## src/rtl/dcsrx_pkg.sv

```systemverilog
package dcsrx_pkg;

  // Select pin encodings: {dll_ratio_select, dll_enable_select}.
  localparam logic [1:0] SEL_BYPASS = 2'h0;
  localparam logic [1:0] SEL_MUL4   = 2'h1;
  localparam logic [1:0] SEL_MUL3   = 2'h2;
  localparam logic [1:0] SEL_MUL6   = 2'h3;

  localparam logic [2:0] MULT_NONE = 3'h1;
  localparam logic [2:0] MULT_X3   = 3'h3;
  localparam logic [2:0] MULT_X4   = 3'h4;
  localparam logic [2:0] MULT_X6   = 3'h6;

  // Sampling rate codes for the judgment time.
  localparam logic [1:0] FS_32K  = 2'h0;
  localparam logic [1:0] FS_44K1 = 2'h1;
  localparam logic [1:0] FS_48K  = 2'h2;
  localparam logic [1:0] FS_96K  = 2'h3;

  // Judgment times in milliseconds.
  localparam logic [10:0] JUDGE_MS_32K  = 11'h3e8;
  localparam logic [10:0] JUDGE_MS_44K1 = 11'h2ee;
  localparam logic [10:0] JUDGE_MS_48K  = 11'h2bc;
  localparam logic [10:0] JUDGE_MS_96K  = 11'h15e;

  // Clock rate and the millisecond prescale derived from it.
  localparam int REF_CLK_KHZ = 20000;
  localparam int MS_TIME     = 1;
  localparam int MS_CYCLES   = REF_CLK_KHZ * MS_TIME;

  // Free-running VCO frequency in kHz (80 MHz).
  localparam logic [16:0] FREE_RUN_KHZ = 17'h13880;

  // Cycles after reset release before the select pins are captured.
  localparam logic [2:0] CFG_SETTLE = 3'h5;

  // Default window of VCO edges per receive edge interval.
  localparam int VCO_MIN_DEF = 2;
  localparam int VCO_MAX_DEF = 12;

  typedef struct packed {
    logic       bypass;
    logic [2:0] mult;
  } dcsrx_cfg_type;

  typedef enum logic [1:0] {
    DCSRX_WAIT  = 2'h0,
    DCSRX_ACTV  = 2'h1,
    DCSRX_FREE  = 2'h3
  } dcsrx_mon_type;

endpackage : dcsrx_pkg

```

## src/rtl/dcsrx_sync.sv

```systemverilog
`timescale 1ns/1ps
module dcsrx_sync #(
  parameter int WIDTH = 1
) (
  // Clock and reset
  input  wire logic             ref_clk,
  input  wire logic             arst_n,
  // Asynchronous input and filtered output
  input  wire logic [WIDTH-1:0] async_in,
  output logic      [WIDTH-1:0] sync_out
);

  logic [WIDTH-1:0] s1;
  logic [WIDTH-1:0] s2;
  logic [WIDTH-1:0] s3;
  logic [WIDTH-1:0] next_sync_out;

  // A bit only changes once the second and third stages agree.
  always_comb begin
    for (int i = 0; i < WIDTH; i++) begin
      next_sync_out[i] = (s2[i] == s3[i]) ? s3[i] : sync_out[i];
    end
  end

  always_ff @(posedge ref_clk or negedge arst_n) begin
    if (!arst_n) begin
      s1       <= '0;
      s2       <= '0;
      s3       <= '0;
      sync_out <= '0;
    end else begin
      s1       <= async_in;
      s2       <= s1;
      s3       <= s2;
      sync_out <= next_sync_out;
    end
  end

endmodule : dcsrx_sync

```

## src/rtl/dcsrx_top.sv

```systemverilog
`timescale 1ns/1ps
// What this block does
// - Two select pins pick external clock bypass or crystal times 4, 3, 6.
// - Core clock runs at half the selected DLL clock, up to 75 MIPS.
// - A receive input that goes silent past the fs judgment time after its first edge frees the VCO.
// - While free-running, VCO and recovered clock sit at about 80 MHz.
// - On input loss, a clock switch is requested from program or host.
// - Receive edges versus VCO rate find false lock; escape pin is driven.
// - Lock pin high while locked; when unlocked, received data is held.
module dcsrx_top #(
  parameter int MS_COUNT = dcsrx_pkg::MS_CYCLES,
  parameter int VCO_MIN  = dcsrx_pkg::VCO_MIN_DEF,
  parameter int VCO_MAX  = dcsrx_pkg::VCO_MAX_DEF
) (
  // Clock and reset
  input  wire logic                 ref_clk,
  input  wire logic                 arst_n,
  // Clock select pins
  input  wire logic                 dll_ratio_select,
  input  wire logic                 dll_enable_select,
  // DLL clock tick from the oscillator, same domain
  input  wire logic                 dll_clock_tick,
  // Receiver pins
  input  wire logic                 rx_in,
  input  wire logic                 vco_clock_in,
  input  wire logic                 pll_lock_in,
  input  wire logic [1:0]           fs_select,
  // Clock control results
  output dcsrx_pkg::dcsrx_cfg_type  clock_cfg,
  output logic                      core_clock_tick,
  // Receiver monitor results
  output logic                      vco_free_run,
  output logic [16:0]               recovered_clock_khz,
  output logic                      clock_switch_request,
  output logic                      false_lock_escape_out,
  output logic                      false_lock_escape_oe,
  output logic                      lock_out,
  output logic                      hold_received
);
  import dcsrx_pkg::*;

  if (MS_COUNT < 2 || VCO_MIN < 1 ||
      VCO_MAX <= VCO_MIN || VCO_MAX > 255) begin : g_bad_param
    $error("dcsrx_top: unsupported parameter values");
  end

  logic [1:0] sel_sync;
  logic [2:0] rx_sync;

  dcsrx_sync #(.WIDTH(2)) u_sel_sync (
    .ref_clk  (ref_clk),
    .arst_n   (arst_n),
    .async_in ({dll_ratio_select, dll_enable_select}),
    .sync_out (sel_sync)
  );

  dcsrx_sync #(.WIDTH(3)) u_rx_sync (
    .ref_clk  (ref_clk),
    .arst_n   (arst_n),
    .async_in ({rx_in, vco_clock_in, pll_lock_in}),
    .sync_out (rx_sync)
  );

  wire logic rx_level  = rx_sync[2];
  wire logic vco_level = rx_sync[1];
  wire logic pll_lock  = rx_sync[0];

  // The pins are captured once after reset; later changes are ignored,
  // so a glitching strap cannot switch the core clock mid-run.
  logic [2:0]    settle;
  logic          cfg_done;
  dcsrx_cfg_type next_cfg;
  logic [2:0]    next_settle;
  logic          next_cfg_done;

  always_comb begin
    next_cfg      = clock_cfg;
    next_settle   = settle;
    next_cfg_done = cfg_done;
    if (!cfg_done) begin
      if (settle == CFG_SETTLE) begin
        next_cfg_done = 1'b1;
        case (sel_sync)
          SEL_BYPASS: next_cfg = '{bypass: 1'b1, mult: MULT_NONE};
          SEL_MUL4:   next_cfg = '{bypass: 1'b0, mult: MULT_X4};
          SEL_MUL3:   next_cfg = '{bypass: 1'b0, mult: MULT_X3};
          SEL_MUL6:   next_cfg = '{bypass: 1'b0, mult: MULT_X6};
          default:    next_cfg = '{bypass: 1'b1, mult: MULT_NONE};
        endcase
      end else begin
        next_settle = settle + 3'h1;
      end
    end
  end

  always_ff @(posedge ref_clk or negedge arst_n) begin
    if (!arst_n) begin
      clock_cfg <= '{bypass: 1'b1, mult: MULT_NONE};
      settle    <= 3'h0;
      cfg_done  <= 1'b0;
    end else begin
      clock_cfg <= next_cfg;
      settle    <= next_settle;
      cfg_done  <= next_cfg_done;
    end
  end

  // Core clock: every second DLL tick, only once the source is fixed.
  logic phase;
  logic next_phase;
  logic next_core_tick;

  always_comb begin
    next_phase     = phase;
    next_core_tick = 1'b0;
    if (cfg_done && dll_clock_tick) begin
      next_phase     = ~phase;
      next_core_tick = phase;
    end
  end

  always_ff @(posedge ref_clk or negedge arst_n) begin
    if (!arst_n) begin
      phase           <= 1'b0;
      core_clock_tick <= 1'b0;
    end else begin
      phase           <= next_phase;
      core_clock_tick <= next_core_tick;
    end
  end

  logic rx_prev;
  logic vco_prev;
  wire logic rx_edge  = rx_level ^ rx_prev;
  wire logic vco_edge = vco_level & ~vco_prev;

  logic [$clog2(MS_COUNT)-1:0] ms_div;
  logic [$clog2(MS_COUNT)-1:0] next_ms_div;
  wire logic ms_tick = (int'(ms_div) == MS_COUNT - 1);

  logic [10:0]   silent_ms;
  logic [10:0]   next_silent_ms;
  logic [10:0]   judge_ms;
  dcsrx_mon_type mon;
  dcsrx_mon_type next_mon;

  always_comb begin
    case (fs_select)
      FS_32K:  judge_ms = JUDGE_MS_32K;
      FS_44K1: judge_ms = JUDGE_MS_44K1;
      FS_48K:  judge_ms = JUDGE_MS_48K;
      FS_96K:  judge_ms = JUDGE_MS_96K;
      default: judge_ms = JUDGE_MS_32K;
    endcase
  end

  always_comb begin
    next_ms_div    = ms_tick ? '0 : ms_div + 1'b1;
    next_silent_ms = silent_ms;
    next_mon       = mon;
    if (rx_edge) begin
      next_ms_div    = '0;
      next_silent_ms = 11'h0;
    end else if (ms_tick && silent_ms < judge_ms) begin
      next_silent_ms = silent_ms + 11'h1;
    end
    case (mon)
      DCSRX_WAIT: if (rx_edge) next_mon = DCSRX_ACTV;
      DCSRX_ACTV: if (!rx_edge && silent_ms >= judge_ms)
                    next_mon = DCSRX_FREE;
      DCSRX_FREE: if (rx_edge) next_mon = DCSRX_ACTV;
      default:    next_mon = DCSRX_WAIT;
    endcase
  end

  always_ff @(posedge ref_clk or negedge arst_n) begin
    if (!arst_n) begin
      rx_prev   <= 1'b0;
      vco_prev  <= 1'b0;
      ms_div    <= '0;
      silent_ms <= 11'h0;
      mon       <= DCSRX_WAIT;
    end else begin
      rx_prev   <= rx_level;
      vco_prev  <= vco_level;
      ms_div    <= next_ms_div;
      silent_ms <= next_silent_ms;
      mon       <= next_mon;
    end
  end

  // VCO edges are counted per receive edge interval; a count outside
  // the window means the loop sits on a wrong harmonic.
  logic [7:0] vco_cnt;
  logic [7:0] next_vco_cnt;
  logic       escape;
  logic       next_escape;

  always_comb begin
    next_vco_cnt = vco_cnt;
    next_escape  = escape;
    if (vco_edge && vco_cnt != 8'hff) begin
      next_vco_cnt = vco_cnt + 8'h1;
    end
    if (rx_edge) begin
      next_vco_cnt = 8'h0;
      next_escape  = (mon == DCSRX_ACTV) &&
                     (vco_cnt < 8'(VCO_MIN) || vco_cnt > 8'(VCO_MAX));
    end
    if (mon == DCSRX_FREE) begin
      next_escape = 1'b0;
    end
  end

  always_ff @(posedge ref_clk or negedge arst_n) begin
    if (!arst_n) begin
      vco_cnt <= 8'h0;
      escape  <= 1'b0;
    end else begin
      vco_cnt <= next_vco_cnt;
      escape  <= next_escape;
    end
  end

  logic        next_free;
  logic [16:0] next_khz;
  logic        next_lock;

  always_comb begin
    next_free = (next_mon == DCSRX_FREE);
    next_khz  = next_free ? FREE_RUN_KHZ : 17'h0;
    next_lock = pll_lock && (next_mon == DCSRX_ACTV) && !next_escape;
  end

  always_ff @(posedge ref_clk or negedge arst_n) begin
    if (!arst_n) begin
      vco_free_run          <= 1'b0;
      recovered_clock_khz   <= 17'h0;
      clock_switch_request  <= 1'b0;
      false_lock_escape_out <= 1'b0;
      false_lock_escape_oe  <= 1'b0;
      lock_out              <= 1'b0;
      hold_received         <= 1'b1;
    end else begin
      vco_free_run          <= next_free;
      recovered_clock_khz   <= next_khz;
      clock_switch_request  <= next_free;
      false_lock_escape_out <= next_escape;
      false_lock_escape_oe  <= next_escape;
      lock_out              <= next_lock;
      hold_received         <= ~next_lock;
    end
  end
endmodule : dcsrx_top

```

## config.mk

```make
export PLATFORM = sky130hd
export DESIGN_NAME = dcsrx_top
export DESIGN_NICKNAME = d
export VERILOG_FILES = /design/src/rtl/dcsrx_pkg.sv /design/src/rtl/dcsrx_sync.sv /design/src/rtl/dcsrx_top.sv
export SDC_FILE = /design/constraint.sdc
export NUM_CORES = 1
export LEC_CHECK = 0
export BUFFER_PORTS_ARGS = -buffer_cell sky130_fd_sc_hd__buf_2
export CORE_ASPECT_RATIO = 0.8
export CORE_UTILIZATION = 40
export CTS_CLUSTER_DIAMETER = 100
export CTS_CLUSTER_SIZE = 30
export DETAILED_ROUTE_END_ITERATION = 8
export HOLD_SLACK_MARGIN = 0.08
export PLACE_DENSITY = 0.63
export SETUP_SLACK_MARGIN = 0.3
export SLEW_MARGIN = 20
export SYNTH_ARGS = -nofsm -noshare
export SYNTH_HDL_FRONTEND = slang
export SYNTH_HIERARCHICAL = 1
export SYNTH_SLANG_ARGS = --single-unit
```

## constraint.sdc

```tcl
create_clock -name ref_clk -period 6.6 [get_ports ref_clk]
set_input_delay 1.32 -clock ref_clk [delete_from_list [all_inputs] [get_ports ref_clk]]
set_output_delay 1.32 -clock ref_clk [all_outputs]
set_load 0.02 [all_outputs]
```

=== Word level (Yosys, flattened, before mapping) ===
Index checks and enable logic that the tools add are counted.
Widths: inputs -> output; s select.

* Bits in registers: 89
* Input bits: 10

* Add/subtract/negate cells: 4
* Order comparisons: 4
* Equal/unequal tests: 18
* Mux-type cells: 17
* Bitwise gates (word level): 7
* Reductions and logical operators: 18

{| class="wikitable"
|+ Operators with widths
! cell !! count
|-
| $pmux 11 s4 || 1
|-
| $mux 15 || 2
|-
| $mux 11 || 2
|-
| $mux 17 || 1
|-
| $mux 8 || 2
|-
| $pmux 4 s4 || 1
|-
| $add 15x1->15 const B || 1
|-
| $eq 15x15->1 const B || 1
|-
| $eq 2x2->1 const B || 6
|-
| $add 11x1->11 const B || 1
|-
| $ge 11x11->1 || 1
|-
| $lt 11x11->1 || 1
|-
| $add 8x1->8 const B || 1
|-
| $eq 2x1->1 const B || 4
|-
| $gt 8x4->1 const B || 1
|-
| $lt 8x2->1 const B || 1
|-
| $ne 8x8->1 const B || 1
|-
| $logic_and 1x1->1 || 7
|-
| $logic_not 2->1 || 3
|-
| $eq 1x1->1 || 5
|-
| $mux 1 || 5
|-
| $not 1->1 || 5
|-
| $mux 2 || 2
|-
| $pmux 2 s2 || 1
|-
| 9 further kinds || 12
|}

=== Longest topological paths before layout ===
* Word-level depth: 10
* Mapped depth: 11

=== Hierarchy ===
The synthesis kept the hierarchy.

{| class="wikitable"
|+ By module, submodules not included
! module !! instances !! cells an instance !! area an instance (um^2)
|-
| dcsrx_top || 1 || 311 || 3031.7
|-
| dcsrx_sync at u_rx_sync || 1 || 15 || 334.1
|-
| dcsrx_sync at u_sel_sync || 1 || 10 || 222.7
|}

=== Least setup slack after synthesis ===
No wires, ideal clock.

* Kind: input to register
* Start point: input fs_select[0]
* End point: register silent_ms[4]
* Library setup time: 79 ps
* Arrival: 3340 ps
* Required time: 6521 ps
* Setup slack: 3181 ps
* Cell stages on the path: 10
* Path through: ha_1 -> clkbuf_1 -> o21bai_1 -> ha_1 -> a21oi_1 -> a31oi_1 -> a311o_1 -> buf_2 -> a2111oi_0 -> mux2i_1

* Longest elaborated chain between the ends: 5
* Elaborated cells on any way between the ends: 8
* Those cells by class: order compare (1); eq/ne (3); mux (1); reduce/logical (3)

{| class="wikitable"
|+ Ends and longest elaborated chain
! item !! line !! RTL
|-
| start, declared || dcsrx_top.sv:27 || <nowiki>input wire logic [1:0] fs_select,</nowiki>
|-
| $eq 2x2->1, or another cell as far along || dcsrx_top.sv:148 || <nowiki>case (fs_select)</nowiki>
|-
| $pmux 11 s4 (*) || dcsrx_top.sv:148 ||
|-
| $lt 11x11->1 (*) || dcsrx_top.sv:164 || <nowiki>end else if (ms_tick && silent_ms < judge_ms) begin</nowiki>
|-
| $logic_and 1x1->1 (*) || dcsrx_top.sv:164 ||
|-
| $reduce_bool 2->1 (no line) (*) || -- ||
|-
| end signal, assigned || dcsrx_top.sv:187 || <nowiki>silent_ms <= next_silent_ms;</nowiki>
|-
| end, declared || dcsrx_top.sv:141 || <nowiki>logic [10:0] silent_ms;</nowiki>
|}

Mark *: on every way between the ends. The rest lies on a longest branch, timed or not. The select of a mux whose other input is x is not followed.
A chain may end at the register's enable or synchronous reset.

=== Worst setup path after layout ===
* Start point: input fs_select[1]
* End point: register lock_out

* Longest elaborated chain between the ends: 9
* Elaborated cells on any way between the ends: 12
* Those cells by class: order compare (1); eq/ne (4); mux (3); reduce/logical (4)

{| class="wikitable"
|+ Ends and longest elaborated chain
! item !! line !! RTL
|-
| $eq 2x2->1, or another cell as far along || dcsrx_top.sv:148 ||
|-
| $pmux 11 s4 (*) || dcsrx_top.sv:148 ||
|-
| $ge 11x11->1 (*) || dcsrx_top.sv:169 || <nowiki>DCSRX_ACTV: if (!rx_edge && silent_ms >= judge_ms)</nowiki>
|-
| $logic_and 1x1->1 (*) || dcsrx_top.sv:169 ||
|-
| $mux 2 (*) || dcsrx_top.sv:169 ||
|-
| $pmux 2 s2 (*) || dcsrx_top.sv:167 || <nowiki>case (mon)</nowiki>
|-
| $eq 2x1->1 (*) || dcsrx_top.sv:232 || <nowiki>next_lock = pll_lock && (next_mon == DCSRX_ACTV) && !next_escape;</nowiki>
|-
| $logic_and 1x1->1 (*) (2 in a row) || dcsrx_top.sv:232 ||
|-
| net next_lock || dcsrx_top.sv:227 || <nowiki>logic next_lock;</nowiki>
|-
| end signal, assigned || dcsrx_top.sv:250 || <nowiki>lock_out <= next_lock;</nowiki>
|-
| end, declared || dcsrx_top.sv:37 || <nowiki>output logic lock_out,</nowiki>
|}

The timed path passes the listed nets; every way through them passes the cells marked *. The select of a mux whose other input is x is not followed.

==> flow_metrics.env <==
export IMPL_regToRegStartpoint="silent_ms[9]$_DFFE_PN0P_"
export IMPL_ys_async_sr_fraction_pct=100
export IMPL_clk_latency_ns=0.35
export IMPL_yosysTopAreaCellShare_pct=48.1
export IMPL_h_tree_depth=3
export IMPL_p_comb_share_pct=13.8
export IMPL_boundaryPins=38
export IMPL_synth_edf_count=0
export IMPL_worstReg2RegEnd="lock_out$_DFF_PN0_"
export IMPL_cap_viol_max_count=0
export IMPL_critPathCaptureType="register"
export IMPL_syn_cell_area_mm2=0.00359
export IMPL_hold_viol_final=0
export IMPL_fin_crit_sh_pct=57.7
export IMPL_synth_top_cells_by_area="dfrtp_1 48%, ha_1 6.6%, buf_4 4.0%"
export IMPL_intPower_uw=745
export IMPL_drcViolationCount=0
export IMPL_cts_repair_resized=0
export IMPL_ys_ff_latch=72
export IMPL_track_usage_pct=14.7
export IMPL_reg2regPathDepth=5
export IMPL_antenna_found_initial=0
export IMPL_gp_congestion=0.747
export IMPL_max_slew_margin_pct=39.4
export IMPL_hold_path_class="reg -> reg"
export IMPL_tns_ns=0
export IMPL_netlist_top_cells_count="69 x dfrtp_1, 30 x nor2_1, 29 x nand2_1"
export IMPL_slew_violations=0
export IMPL_cts_root_buf="clkbuf_8"
export IMPL_p_clk_share_pct=37.7
export IMPL_wirelength_um=5890
export IMPL_finalSetupViolCount=0
export IMPL_r2r_slack_ns=3.75
export IMPL_synth_warnings=6
export IMPL_swShare_pct=27.8
export IMPL_viasPerCell=4.93
export IMPL_hold_buffers=0
export IMPL_p_switching_uw=287
export IMPL_rows=30
export IMPL_finClkSkew_ns=0.00796
export IMPL_worst_slew_pin_slew_ns=0.910
export IMPL_vias=2328
export IMPL_synth_cells=336
export IMPL_cts_max_path_buffers=2
export IMPL_run_status="finished clean"
export IMPL_period_needed_ns=3.81
export IMPL_yosysMostFrequentCell="dfrtp_1"
export IMPL_startpoint_type="primary input"
export IMPL_start_util_pct=41.7
export IMPL_synth_top_area_cell="dfrtp_1"
export IMPL_ys_types=53
export IMPL_grt_pass1_wl_um=10600
export IMPL_gr_total_overflow=0
export IMPL_rsz0062_at_grt="no"
export IMPL_numCtsBuffers=9
export IMPL_stdcell_count=472
export IMPL_seqPwrFrac_pct=48.5
export IMPL_drt_iter0_drc=112
export IMPL_grt_max_degree=73
export IMPL_p_per_area_mw_per_mm2=260
export IMPL_path_max_fanout=12
export IMPL_dp_cells=456
export IMPL_max_freq_ghz=0.263
export IMPL_cts_sinks=72
export IMPL_critPathKind="in -> reg"
export IMPL_antenna_cells=0
export IMPL_endpoint="lock_out$_DFF_PN0_"
export IMPL_core_area_mm2=0.00860
export IMPL_yosysSeqAreaShare_pct=50.3
export IMPL_drt_first_pass_iters=4
export IMPL_cp_arrival_ns=4.05
export IMPL_worstPathRequired_ns=6.84
export IMPL_synthFlopType="dfrtp_1"
export IMPL_dieArea_mm2=0.00936
export IMPL_ant_nets=0
export IMPL_synth_avg_cell_area_um2=10.7
export IMPL_area_delta_synth_final_pct=10.6
export IMPL_p_leak_uw=0.00181
export IMPL_grt_pass1_vias=2268
export IMPL_crit_start="fs_select[1]"
export IMPL_fin_ws_ns=2.79
export IMPL_dp_slack_ns=2.45
export IMPL_cts_tree="yes"
export IMPL_die_x_um=108
export IMPL_clk_pin_slew_ns=0.08
export IMPL_cts_setup_buffers=0
export IMPL_die_height_um=86.7
export IMPL_io_buffers=25
export IMPL_drive_gt1_share_pct=16.9
export IMPL_hpwl_um=4030
export IMPL_vdd_drop_max_uv=117
export IMPL_nets=384
export IMPL_avgRoutedWirePerCell_um=12.5
==> power groups by stage <==
stage	registers (uW)	clock network, uW	logic, uW
2_1_floorplan	518	0	93.5
3_3_place_gp	507	0	139
3_5_place_dp	509	0	143
4_1_cts	500	402	144
5_1_grt	507	425	161
6_report	500	389	142
==> flip-flops by register name, summed over array words and instances (netlist names), 3 cells and up <==
signal / cells
u_rx_sync/s2: 3
u_rx_sync/sync_out: 3
u_rx_sync/s3: 3
vco_cnt: 8
ms_div: 15
settle: 3
clock_cfg: 4
silent_ms: 11
u_rx_sync/s1: 3
==> cells by family (layout without fill, tap and decap cells) <==
family,after synthesis,count (layout),share of synthesized area (%)
AND/OR/NAND/NOR,115,115,16.0
flip-flops,72,72,50.3
buffers and inverters,44,57,6.69
AO/OA/AOI/OAI,41,41,8.65
XOR/XNOR,26,26,6.35
adder cells (fa/ha/maj),24,24,8.19
multiplexers,13,13,3.70
other,1,12,0.105
==> routing by layer <==
layer | track usage, % | up-vias | share of wire [%]
met5 | 0 | - | 0
met4 | 4.48 | 0 | 1.1
met3 | 4.51 | 5 | 3.8
met2 | 21.4 | 46 | 42
met1 | 20.9 | 1100 | 53
li1 | - | 1177 | -
==> critical path: stages <==
cell	delay, ns
buf_2	0.12
ha_1	0.34
or3b_2	0.47
a21oi_1	0.74
a311o_1	0.58
o211ai_1	0.24
and3_1	0.24
==> cells in the final DEF, fill, tap and decap left out, types with 7 or more instances in the layout <==
cell type / Yosys / final
dfrtp_1: 69 / 69
nor2_1: 30 / 30
nand2_1: 29 / 29
buf_2: 2 / 25
ha_1: 19 / 19
inv_1: 14 / 14
nand3_1: 14 / 14
xnor2_1: 14 / 13
xor2_1: 12 / 12
conb_1: 1 / 12
mux2i_1: 11 / 11
nand2b_1: 9 / 9
clkbuf_8: 0 / 9
a21oi_1: 7 / 7
==> layout make-up <==
| type | instances | area, um2 |
|---|---|---|
| sequential | 72 | 1810 |
| inverter | 14 | 52.6 |
| tap | 112 | 140 |
| clock inverter | 7 | 103 |
| fill | 794 | 4630 |
| timing repair buffer | 27 | 140 |
| multi-input combinational | 231 | 1600 |
| clock buffer | 9 | 124 |
==> metrics by stage <==
stage	instance area (um2)	utilization, %	total power [uW]	hold slack, ns
after CTS	3960	46.0	1050	0.355
after global placement	3730	43.4	647	0.332
after global routing	3970	46.2	1090	0.364
after detailed placement	3730	43.4	652	0.335
after floorplan	3630	-	611	0.331
final	3970	46.2	1030	0.352
==> how the worst min path moves through the flow <==
| stage | start | end | slack (ns) | cells past startpoint |
|---|---|---|---|---|
| finish | u_sel_sync/s1[1]$_DFF_PN0_ | u_sel_sync/s2[1]$_DFF_PN0_ | 0.35 | 0 |
| global route | u_rx_sync/s1[1]$_DFF_PN0_ | u_rx_sync/s2[1]$_DFF_PN0_ | 0.36 | 0 |
| global placement | u_sel_sync/s1[1]$_DFF_PN0_ | u_sel_sync/s2[1]$_DFF_PN0_ | 0.33 | 0 |
| floorplan | u_rx_sync/s1[0]$_DFF_PN0_ | u_rx_sync/s2[0]$_DFF_PN0_ | 0.33 | 0 |
| detailed placement | u_sel_sync/s1[1]$_DFF_PN0_ | u_sel_sync/s2[1]$_DFF_PN0_ | 0.33 | 0 |
| CTS | u_sel_sync/s1[1]$_DFF_PN0_ | u_sel_sync/s2[1]$_DFF_PN0_ | 0.36 | 0 |
No activity file was read; power rests on OpenSTA's default activity.
